[config.mk]
export PLATFORM = sky130hd
export DESIGN_NAME = dac_serial_daisy_chain_port
export DESIGN_NICKNAME = d
export VERILOG_FILES = /design/src/logic/dac_serial_pkg.sv /design/src/logic/pin_sync.sv /design/src/logic/dac_serial_daisy_chain_port.sv
export SDC_FILE = /design/constraint.sdc
export NUM_CORES = 1
export LEC_CHECK = 0
export ABC_AREA = 1
export BUFFER_PORTS_ARGS = -buffer_cell sky130_fd_sc_hd__buf_2
export CAP_MARGIN = 20
export CELL_PAD_IN_SITES_DETAIL_PLACEMENT = 1
export CELL_PAD_IN_SITES_GLOBAL_PLACEMENT = 2
export CORE_MARGIN = 5
export CORE_UTILIZATION = 33
export DETAILED_ROUTE_END_ITERATION = 8
export PLACE_DENSITY = 0.79
export SYNTH_ARGS = -nofsm -noshare
export SYNTH_HDL_FRONTEND = slang
export SYNTH_SLANG_ARGS = --single-unit
[constraint.sdc]
create_clock -name i_ref_clk -period 1.1 [get_ports i_ref_clk]
set_input_delay 0.11 -clock i_ref_clk [delete_from_list [all_inputs] [get_ports i_ref_clk]]
set_output_delay 0.11 -clock i_ref_clk [all_outputs]
set_load 0.005 [all_outputs]
[src/logic/dac_serial_pkg.sv]
// shared constants and carrier types for the daisy-chain dac serial port
package dac_serial_pkg;
    localparam int unsigned SHIFT_WIDTH   = 16;
    localparam int unsigned LATCH_WIDTH   = 12;
    localparam int unsigned CODE_WIDTH    = 10;
    localparam int unsigned SUB_LSB_WIDTH = 2;
    localparam int unsigned LATCH_LSB     = 0;
    localparam logic [LATCH_WIDTH-1:0] DAC_RESET = 12'h000;
    localparam logic [SHIFT_WIDTH-1:0] SHIFT_RESET = 16'h0000;
    localparam logic                   DOUT_RESET  = 1'b0;

    // serial pins, raw and after synchronisation
    typedef struct packed {
        logic sclk;
        logic cs_n;
        logic din;
    } serial_pins_s;

    // synchroniser idle levels: clock low, select high, data low
    localparam serial_pins_s SYNC_RESET = '{sclk: 1'b0, cs_n: 1'b1, din: 1'b0};

    // detected events on the serial pins
    typedef struct packed {
        logic sclk_rise;
        logic sclk_fall;
        logic cs_rise;
    } serial_events_s;
endpackage : dac_serial_pkg

[src/logic/pin_sync.sv]
// two-flop synchroniser for a group of pins
`timescale 1ns/1ps
`default_nettype none
module pin_sync #(
    parameter int unsigned WIDTH = 3,
    parameter logic [WIDTH-1:0] RESET_VALUE = '0
) (
    input  wire logic             i_ref_clk,
    input  wire logic             i_rst,
    input  wire logic [WIDTH-1:0] i_async,
    output logic      [WIDTH-1:0] o_sync
);
    initial begin
        if (WIDTH < 1) begin
            $error("pin_sync needs at least one bit");
        end
    end

    logic [WIDTH-1:0] meta_q;
    logic [WIDTH-1:0] sync_q;

    always_ff @(posedge i_ref_clk) begin
        if (i_rst) begin
            meta_q <= RESET_VALUE;
            sync_q <= RESET_VALUE;
        end else begin
            meta_q <= i_async;
            sync_q <= meta_q;
        end
    end

    assign o_sync = sync_q;
endmodule : pin_sync
`default_nettype wire

[src/logic/dac_serial_daisy_chain_port.sv]
// serial write port with daisy-chain output of a 10-bit dac
// Overview of operation
// a bit taken on the serial input leaves the serial output sixteen clocks and one width later; here fifteen and a half clocks later.
// with select low the serial output changes only on falling serial clock edges.
// with select high the serial output holds the last bit shifted out.
// the serial output is always driven high or low, never released.
// chained parts wire output to next input and share clock and select.
// the host may read the serial output back but need not.
// the host should load all zeros when the converter is idle to save power.
// with select low each rising serial clock shifts one bit in, most significant first.
// the rising edge of select copies the shift register into the dac register.
// with select high serial clock edges are ignored and nothing shifts.
// the host sends the ten-bit code followed by two zero sub-lsb bits.
// for a chain the host shifts sixteen bits per device, farthest first, then raises select.
`timescale 1ns/1ps
`default_nettype none
module dac_serial_daisy_chain_port #(
    parameter int unsigned SHIFT_BITS = dac_serial_pkg::SHIFT_WIDTH,
    parameter int unsigned LATCH_BITS = dac_serial_pkg::LATCH_WIDTH
) (
    input  wire logic                                   i_ref_clk,
    input  wire logic                                   i_rst,
    input  wire logic                                   i_sclk,
    input  wire logic                                   i_cs_n,
    input  wire logic                                   i_din,
    output logic                                        o_dout,
    output logic                                        o_dout_oe,
    output logic [dac_serial_pkg::CODE_WIDTH-1:0]       o_dac_code,
    output logic                                        o_dac_update
);
    initial begin
        if (SHIFT_BITS != dac_serial_pkg::SHIFT_WIDTH || LATCH_BITS > SHIFT_BITS
            || LATCH_BITS != dac_serial_pkg::LATCH_WIDTH) begin
            $error("unsupported shift or latch width");
        end
    end

    ////////////////////////////////////////////////////////////////////////////////
    // pin synchronisation and edge detection

    dac_serial_pkg::serial_pins_s   pins_raw;
    dac_serial_pkg::serial_pins_s   pins_sync;
    dac_serial_pkg::serial_pins_s   pins_prev_q;
    dac_serial_pkg::serial_events_s events;

    assign pins_raw.sclk = i_sclk;
    assign pins_raw.cs_n = i_cs_n;
    assign pins_raw.din  = i_din;

    // select idles high so reset does not fake a select edge
    pin_sync #(
        .WIDTH       (3),
        .RESET_VALUE (dac_serial_pkg::SYNC_RESET)
    ) u_pin_sync (
        .i_ref_clk (i_ref_clk),
        .i_rst     (i_rst),
        .i_async   (pins_raw),
        .o_sync    (pins_sync)
    );

    always_ff @(posedge i_ref_clk) begin
        if (i_rst) begin
            pins_prev_q <= dac_serial_pkg::SYNC_RESET;
        end else begin
            pins_prev_q <= pins_sync;
        end
    end

    // high when a synchronised level has just gone from low to high
    function automatic logic edge_seen(input logic now_lvl, input logic before_lvl);
        return now_lvl & ~before_lvl;
    endfunction : edge_seen

    wire selected = ~pins_sync.cs_n;

    assign events.sclk_rise = edge_seen(pins_sync.sclk, pins_prev_q.sclk) & selected;
    assign events.sclk_fall = edge_seen(pins_prev_q.sclk, pins_sync.sclk) & selected;
    assign events.cs_rise   = edge_seen(pins_sync.cs_n, pins_prev_q.cs_n);

    ////////////////////////////////////////////////////////////////////////////////
    // input shift register and output stage

    logic [SHIFT_BITS-1:0] shift_q;
    logic [SHIFT_BITS-1:0] shift_d;
    logic                  dout_q;
    logic                  dout_d;

    assign shift_d = events.sclk_rise ? {shift_q[SHIFT_BITS-2:0], pins_sync.din}
                                      : shift_q;
    // top stage after the sixteenth rise is shown at the following fall
    assign dout_d  = events.sclk_fall ? shift_q[SHIFT_BITS-1] : dout_q;

    always_ff @(posedge i_ref_clk) begin
        if (i_rst) begin
            shift_q <= dac_serial_pkg::SHIFT_RESET;
            dout_q  <= dac_serial_pkg::DOUT_RESET;
        end else begin
            shift_q <= shift_d;
            dout_q  <= dout_d;
        end
    end

    assign o_dout    = dout_q;
    assign o_dout_oe = 1'b1;

    ////////////////////////////////////////////////////////////////////////////////
    // dac register

    logic [LATCH_BITS-1:0] dac_q;
    logic [LATCH_BITS-1:0] dac_d;
    logic                  update_q;

    assign dac_d = events.cs_rise ? shift_q[LATCH_BITS-1:0] : dac_q;

    always_ff @(posedge i_ref_clk) begin
        if (i_rst) begin
            dac_q    <= dac_serial_pkg::DAC_RESET;
            update_q <= 1'b0;
        end else begin
            dac_q    <= dac_d;
            update_q <= events.cs_rise;
        end
    end

    // sub-lsb bits are dropped from the code
    assign o_dac_code   = dac_q[LATCH_BITS-1 -: dac_serial_pkg::CODE_WIDTH];
    assign o_dac_update = update_q;
endmodule : dac_serial_daisy_chain_port
`default_nettype wire

## Word level (Yosys, flattened, before mapping)

Cells that the tools add are included.

| storage, ports and cells | value |
|---|---|
| output and inout bits | 13 |
| input bits | 5 |
| flip-flop bits (word level) | 38 |

| operators by class | value |
|---|---|
| bitwise operators | 9 |

Operators with widths:

| kind | count |
|---|---|
| 1-bit bitwise AND | 5 |
| 1-bit NOT | 4 |

## Logic depth before layout (Yosys ltp)

Gate-level depths: netlist (run 1).

| logic depth | value |
|---|---|
| depth in word-level cells | 3 |
| mapped depth | 6 |

## Hierarchy

A second synthesis (run 1) with hierarchy kept.

| second synthesis, totals | value |
|---|---|
| cells, all modules | 171 |
| area total of the unflattened synthesis | 1400.1 µm² |

Modules (own cells, without submodules):

| module | area each (µm²) | sequential area each (µm²) | instances | cells an instance |
|---|---|---|---|---|
| dac_serial_daisy_chain_port | 1231.2 | 600.6 | 1 | 152 |
| pin_sync | 168.9 | 120.1 | 1 | 19 |

## Worst setup path after synthesis (run 1)

OpenSTA, ideal clock, no wires.

| path | value |
|---|---|
| path kind | register -> register |
| start | register u_pin_sync.sync_q[1], in the netlist u_pin_sync.o_sync[1] |
| end | register shift_q[3] |
| stages on the path, launching flop included | 6 |
| slack | 0.194 ns |
| arrival | 0.791 ns |
| data required time | 0.985 ns |
| cells stage by stage | dfxtp_1 > nor2_4 > buf_6 > nand3b_1 > nand2_1 > nor2_1 |

| between the ends | value |
|---|---|
| word-level cells in the longest chain between the ends | 2 |

RTL lines:

| element | line | RTL |
|---|---|---|
| from (decl) | pin_sync.sv:20 | `logic [WIDTH-1:0] sync_q;` |
| from (signal assigned) | pin_sync.sv:28 | `sync_q <= meta_q;` |
| 1-bit NOT | dac_serial_daisy_chain_port.sv:74 | `wire selected = ~pins_sync.cs_n;` |
| 1-bit bitwise AND | dac_serial_daisy_chain_port.sv:76 | `assign events.sclk_rise = edge_seen(pins_sync.sclk, pins_prev_q.sclk) & selected;` |
| to (signal assigned) | dac_serial_daisy_chain_port.sv:95 | `shift_q <= dac_serial_pkg::SHIFT_RESET;` |
| to (signal assigned) | dac_serial_daisy_chain_port.sv:98 | `shift_q <= shift_d;` |
| to (decl) | dac_serial_daisy_chain_port.sv:83 | `logic [SHIFT_BITS-1:0] shift_q;` |

Every way passes these cells.
A chain may end at the register's enable or synchronous reset.

## Final worst setup path (run 1)

| path | value |
|---|---|
| start | register u_pin_sync.sync_q[1], in the netlist u_pin_sync.o_sync[1] |
| end | register shift_q[4] |

The elaborated chain is that of the path after synthesis.

==> flow_metrics.py, run 1 <==
metrics = {
    "critical_path": {
        "r2r_setup_slack_ns": 0.12,
        "critPathRequiredTime_ns": 1.28,
        "cp_max_fo": 32,
        "cp.arrival_ns": 1.15,
        "start_kind": "flop",
        "worstSetupPathType": "flop to flop",
        "crit_path_end_kind": "flop",
    },
    "clock_tree": {
        "clk_path_buf_depth": 2,
        "clock_sinks": 36,
        "cts-resized-gates": 0,
        "htreeDepth": 2,
        "postCtsSetupBuffers": 0,
        "clk_pin_slew_ns": 0.07,
        "cts_root_buf": "clkbuf_8",
        "insertion_delay_ns": 0.28,
        "cts_made_buffers": 5,
        "holdBufCountCts": 0,
        "cts_tree": "built",
    },
    "yosys": {
        "synth_area_mm2": 0.00139,
        "seq_area_frac_synth_pct": 51.8,
        "netlist_instances": 169,
        "ys_warn_count": 0,
        "syn_nets": 174,
        "synth_cell_type_count": 19,
        "syn-mean-instance-area_um2": 8.24,
        "ys_ff_latch": 36,
    },
    "timing": {
        "final-setup-viol-count": 0,
        "fin_setup_tns_ns": 0,
        "period_minus_slack_ns": 0.975,
        "max_freq_mhz": 1030,
        "rsz0062_at_grt": "false",
        "hold_violations": 0,
        "skew_ns": 0.00874,
        "period_share_pct": 88.7,
        "slew_viol_final": 0,
    },
    "routing": {
        "first_iter_violations": 104,
        "avgViaCountPerCell": 4.50,
        "drcViolationCount": 0,
        "num_vias": 1053,
        "wl_per_cell_um": 11.7,
        "final_antenna_net_count": 0,
        "drt_wl_total_um": 2730,
        "first_pass_iters": 4,
    },
    "power_and_ir_drop": {
        "totalPowerFinal_mw": 2.47,
        "vdd_drop_max_uv": 605,
        "power_leakage_nw": 0.672,
        "comb_power_share_pct": 6.3,
        "p_seq_share_pct": 54.7,
        "p_clk_share_pct": 38.9,
        "power.internal_mw": 1.90,
        "p_sw_uw": 573,
        "p_sw_share_pct": 23.2,
        "power.density_mw_per_mm2": 1570,
    },
    "placed_design": {
        "io_buffer_count": 16,
        "dp_hpwl_um": 1820,
        "gp_congestion": 0.648,
    },
    "floorplanning": {
        "die_area_mm2": 0.00562,
        "core_area_mm2": 0.00406,
        "start_util_pct": 34.3,
        "die_y_um": 75.0,
        "io_pins": 18,
        "die_width_um": 75.0,
        "fp-row-count": 23,
    },
    "finish": {
        "fin_util_pct": 38.9,
        "final_common_cell": "nor2_1",
        "layout.nets": 188,
        "drive_gt1_share_pct": 19.0,
        "final_cell_mix": "nor2_1 (44), dfxtp_1 (35), nand2_1 (19), nand3b_1 (16), buf_2 (16)",
        "diodes": 0,
        "areaGrowthSynthToFinish_pct": 13.3,
    },
    "global_route": {
        "grt_pass1_wl_um": 4570,
        "grt_pass1_vias": 991,
        "track_usage_pct": 10.7,
        "grt_max_degree": 33,
        "antenna_found_initial": 0,
        "grt_overflow": 0,
    },
    "flow_run": {
        "max_cap_viol_count": 0,
    },
    "status": {
        "status": "complete, no violations",
    },
    "hold_path": {
        "hold_path_class": "input port to flop",
    },
}
-- cells in the mapped netlist (all sizes together) --
master | number | area [um2]
nor2 | 45 | 176
dfxtp | 36 | 721
nand2 | 20 | 77.6
a21oi | 16 | 83.8
nand3b | 16 | 120
buf | 12 | 103
o21ai | 10 | 50.0
inv | 9 | 36.3
or2 | 2 | 12.5
clkinv | 1 | 3.75
conb | 1 | 3.75
nand3 | 1 | 5.00
-- logic make-up (layout without fill, tap and decap cells) --
logic type	after synthesis	after routing	synth area share (%)
compound gates	26	26	9.61
flops	36	36	51.8
simple gates	84	84	28.1
buf+inv	22	37	10.2
other cells	1	1	0.269
-- layout make-up --
type | count | area, um2
multi-input combinational | 111 | 529
clock inverter | 2 | 10.0
fill | 500 | 2480
tap | 50 | 62.6
inverter | 10 | 43.8
sequential | 36 | 722
timing repair buffer | 19 | 128
clock buffer | 6 | 82.6
-- metrics by stage --
stage / instance area, um2 / std cells / hold slack [ns] / worst slack (ns)
4_1_cts: 1570 / 234 / 0.00371 / 0.0203
2_1_floorplan: 1390 / 169 / 0.214 / 0.194
6_report: 1580 / 234 / 0.0130 / 0.125
5_1_grt: 1580 / 234 / 0.00916 / 0.0448
3_5_place_dp: 1480 / 226 / 0.301 / 0.0330
3_3_place_gp: 1480 / 226 / 0.296 / 0.104
-- power groups by stage --
| stage | Sequential (mW) | Combinational (mW) | Clock [mW] |
|---|---|---|---|
| finish | 1.35 | 0.156 | 0.962 |
| global route | 1.36 | 0.180 | 1.07 |
| CTS | 1.35 | 0.159 | 1.01 |
| detailed placement | 1.38 | 0.158 | 0 |
| global placement | 1.38 | 0.153 | 0 |
| floorplan | 1.38 | 0.127 | 0 |
-- metal layers --
metal	track usage, %	share of wire (%)	vias to the layer above
li1	-	-	556
met1	13.2	51	477
met2	17.0	43	15
met3	4.01	4.0	5
met4	4.15	1.4	0
met5	0	0	-
-- critical path: stages (launching register included) --
cell and delay [ns]:
dfxtp_2 0.35, nor2_4 0.13, buf_12 0.19, nand3b_1 0.10
nand2_1 0.07, nor2_1 0.04
-- worst paths after layout --
path	start	end	cells past startpoint
min reg2reg	u_pin_sync.meta_q[2]	u_pin_sync.o_sync[2]	2
max reg2reg	u_pin_sync.o_sync[1]	shift_q[4]	5
min	i_cs_n	u_pin_sync.meta_q[1]	2
max	u_pin_sync.o_sync[1]	shift_q[4]	5
-- registers in the layout, indices dropped and copies added, names as in the netlist --
register,cells
shift_q,16
dac_q,10
u_pin_sync.meta_q,3
u_pin_sync.o_sync,3
pins_prev_q,2
o_dac_update,1
o_dout,1
Note: power is estimated with default switching activity, not from simulation.
==> run 2: changes to the inputs <==
CORE_UTILIZATION = 29   (was 33)
PLACE_DENSITY = 0.73   (was 0.79)
SLEW_MARGIN = 5   (was unset)
clock period = 0.86 ns   (was 1.1 ns; I/O delays follow)
==> run 2 against run 1 <==
Compared with the run above: first-iteration DRC count fell by 38%; die area rose by 12%; combinational power rose by 61%; the run now ends with negative setup slack left; clock skew barely moved; non-clock buffer count rose by 8; final cell count rose by 5.1%; hold slack barely moved.
==> flow_metrics.py, run 2 (synthesized netlist as in run 1, its figures left out) <==
metrics = {
    "status": {
        "status": "finished, violations left",
        "violations": "negative setup slack",
    },
    "power_and_ir_drop": {
        "vdd_drop_max_uv": 799,
        "p_clk_share_pct": 38.2,
        "p_sw_uw": 730,
        "comb_power_share_pct": 7.8,
        "totalPowerFinal_mw": 3.21,
        "power_leakage_nw": 0.733,
        "p_sw_share_pct": 22.8,
        "power.density_mw_per_mm2": 1880,
        "power.internal_mw": 2.48,
        "p_seq_share_pct": 53.9,
    },
    "timing": {
        "hold_slack_ns": 0.0129,
        "max_freq_mhz": 1010,
        "period_share_pct": 115,
        "hold_violations": 0,
        "setup_slack_ns": -0.129,
        "final-setup-viol-count": 16,
        "rsz0062_at_grt": "true",
        "fin_setup_tns_ns": -1.60,
        "period_minus_slack_ns": 0.989,
        "slew_viol_final": 0,
        "skew_ns": 0.00851,
    },
    "floorplanning": {
        "die_area_mm2": 0.00629,
        "io_pins": 18,
        "die_y_um": 79.3,
        "core_area_mm2": 0.00469,
        "fp-row-count": 25,
        "die_width_um": 79.3,
        "start_util_pct": 29.7,
    },
    "hold_path": {
        "hold_path_class": "input port to flop",
        "holdCritStartpoint": "i_sclk",
    },
    "critical_path": {
        "cp_top_family": "simple AND/OR/NAND/NOR gates",
        "cp-startpoint": "pins_prev_q[2]",
        "crit_path_end_kind": "flop",
        "critPathRequiredTime_ns": 1.03,
        "cp-endpoint": "shift_q[9]",
        "start_kind": "flop",
        "timing.rr.end": "shift_q[9]",
        "cpMaxStageDelayCell": "dfxtp_2",
        "r2r_setup_slack_ns": -0.13,
        "cp_max_fo": 18,
        "reg2reg_depth": 5,
        "cp_slowest_stage_delay_ns": 0.34,
        "cp.depth": 5,
        "path_buf_inv": 1,
        "cp_cell_sequence": "nor2_4 -> buf_12 -> nand3b_1 -> nand2_1 -> nor2_1",
        "cp.arrival_ns": 1.16,
        "worstSetupPathType": "flop to flop",
        "timing.rr.start": "pins_prev_q[2]",
    },
    "clock_tree": {
        "clk_path_buf_depth": 2,
        "clock_sinks": 36,
        "insertion_delay_ns": 0.28,
        "cts_made_buffers": 5,
        "cts_tree": "built",
        "postCtsSetupBuffers": 0,
        "htreeDepth": 2,
        "cts_root_buf": "clkbuf_8",
        "clk_pin_slew_ns": 0.07,
    },
    "finish": {
        "drive_gt1_share_pct": 24.5,
        "final_common_cell": "nor2_1",
        "fin_util_pct": 36.4,
        "areaGrowthSynthToFinish_pct": 22.7,
        "register_area_um2": 731,
        "largest_register_ffs": 16,
        "layout.nets": 196,
        "fill_cells": 583,
        "final_cell_mix": "nor2_1 (42), dfxtp_1 (30), nand2_1 (19), nand3b_1 (16), buf_2 (16)",
        "top_register": "shift_q",
        "biggestRegsByFlops": "shift_q: 16 flops, dac_q: 10 flops",
        "diodes": 0,
        "multi_input_area_um2": 539,
    },
    "global_route": {
        "grt_overflow": 0,
        "gr-max-usage-layer": "met2",
        "grt_max_degree": 20,
        "grt_pass1_vias": 1091,
        "antenna_found_initial": 0,
        "gr-usage-met2_pct": 17.3,
        "track_usage_pct": 9.69,
        "grt_use_met1_pct": 10.7,
        "grt.met3_usage_pct": 3.06,
        "grt_pass1_wl_um": 4850,
    },
    "routing": {
        "first_iter_violations": 64,
        "drcViolationCount": 0,
        "num_vias": 1112,
        "wl_per_cell_um": 11.3,
        "first_pass_iters": 4,
        "avgViaCountPerCell": 4.52,
        "drt_wl_total_um": 2780,
        "final_antenna_net_count": 0,
    },
    "placed_design": {
        "io_buffer_count": 16,
        "dp_hpwl_um": 2070,
        "gp_congestion": 0.688,
        "pre_cts_ws_ns": -0.146,
    },
    "flow_run": {
        "max_cap_viol_count": 0,
    },
}
[run 2: power groups by stage]
stage | Clock [mW] | Combinational, mW | Sequential (mW)
floorplan | 0 | 0.163 | 1.77
global placement | 0 | 0.236 | 1.77
detailed placement | 0 | 0.242 | 1.77
CTS | 1.28 | 0.251 | 1.73
global route | 1.34 | 0.281 | 1.74
finish | 1.23 | 0.251 | 1.73
[run 2: worst min-delay path by stage]
stage | to | slack, ns | cells after the start
after floorplan | u_pin_sync.meta_q[1] | 0.19 | 1
after global placement | u_pin_sync.meta_q[1] | 0.27 | 2
after detailed placement | u_pin_sync.meta_q[1] | 0.28 | 2
after CTS | u_pin_sync.meta_q[2] | 0.01 | 3
after global routing | u_pin_sync.meta_q[2] | 0.01 | 3
final | u_pin_sync.meta_q[2] | 0.01 | 3
[run 2: repair_timing]
item | 4_1_cts | 5_1_grt
hold buffers | 2 | 0
hold endpoints to repair | 2 | 0
gates resized for setup | 3 | 14
setup endpoints to repair | 28 | 29
[run 2: metrics by stage]
step                      instances  cell area, um2
after floorplan                 169            1400
after global placement          236            1570
after detailed placement        236            1570
after CTS                       246            1690
after global routing            246            1710
final                           246            1710
[run 2: layout make-up]
| type | count | area share [%] |
|---|---|---|
| Sequential cell | 36 | 42.8 |
| Multi-Input combinational cell | 111 | 31.6 |
| Timing Repair Buffer | 27 | 13.5 |
| Clock buffer | 7 | 5.05 |
| Tap cell | 54 | 3.95 |
| Inverter | 10 | 2.78 |
| Clock inverter | 1 | 0.439 |
[run 2: worst min-delay path, cell delays in order]
cell and delay (ns):
buf_2 0.10, inv_1 0.04, nor2_1 0.03
[run 2: metal layers]
layer	share of wire [%]	vias to the layer above
li1	-	574
met1	44	512
met2	50	21
met3	4.4	5
met4	1.1	0
met5	0	-
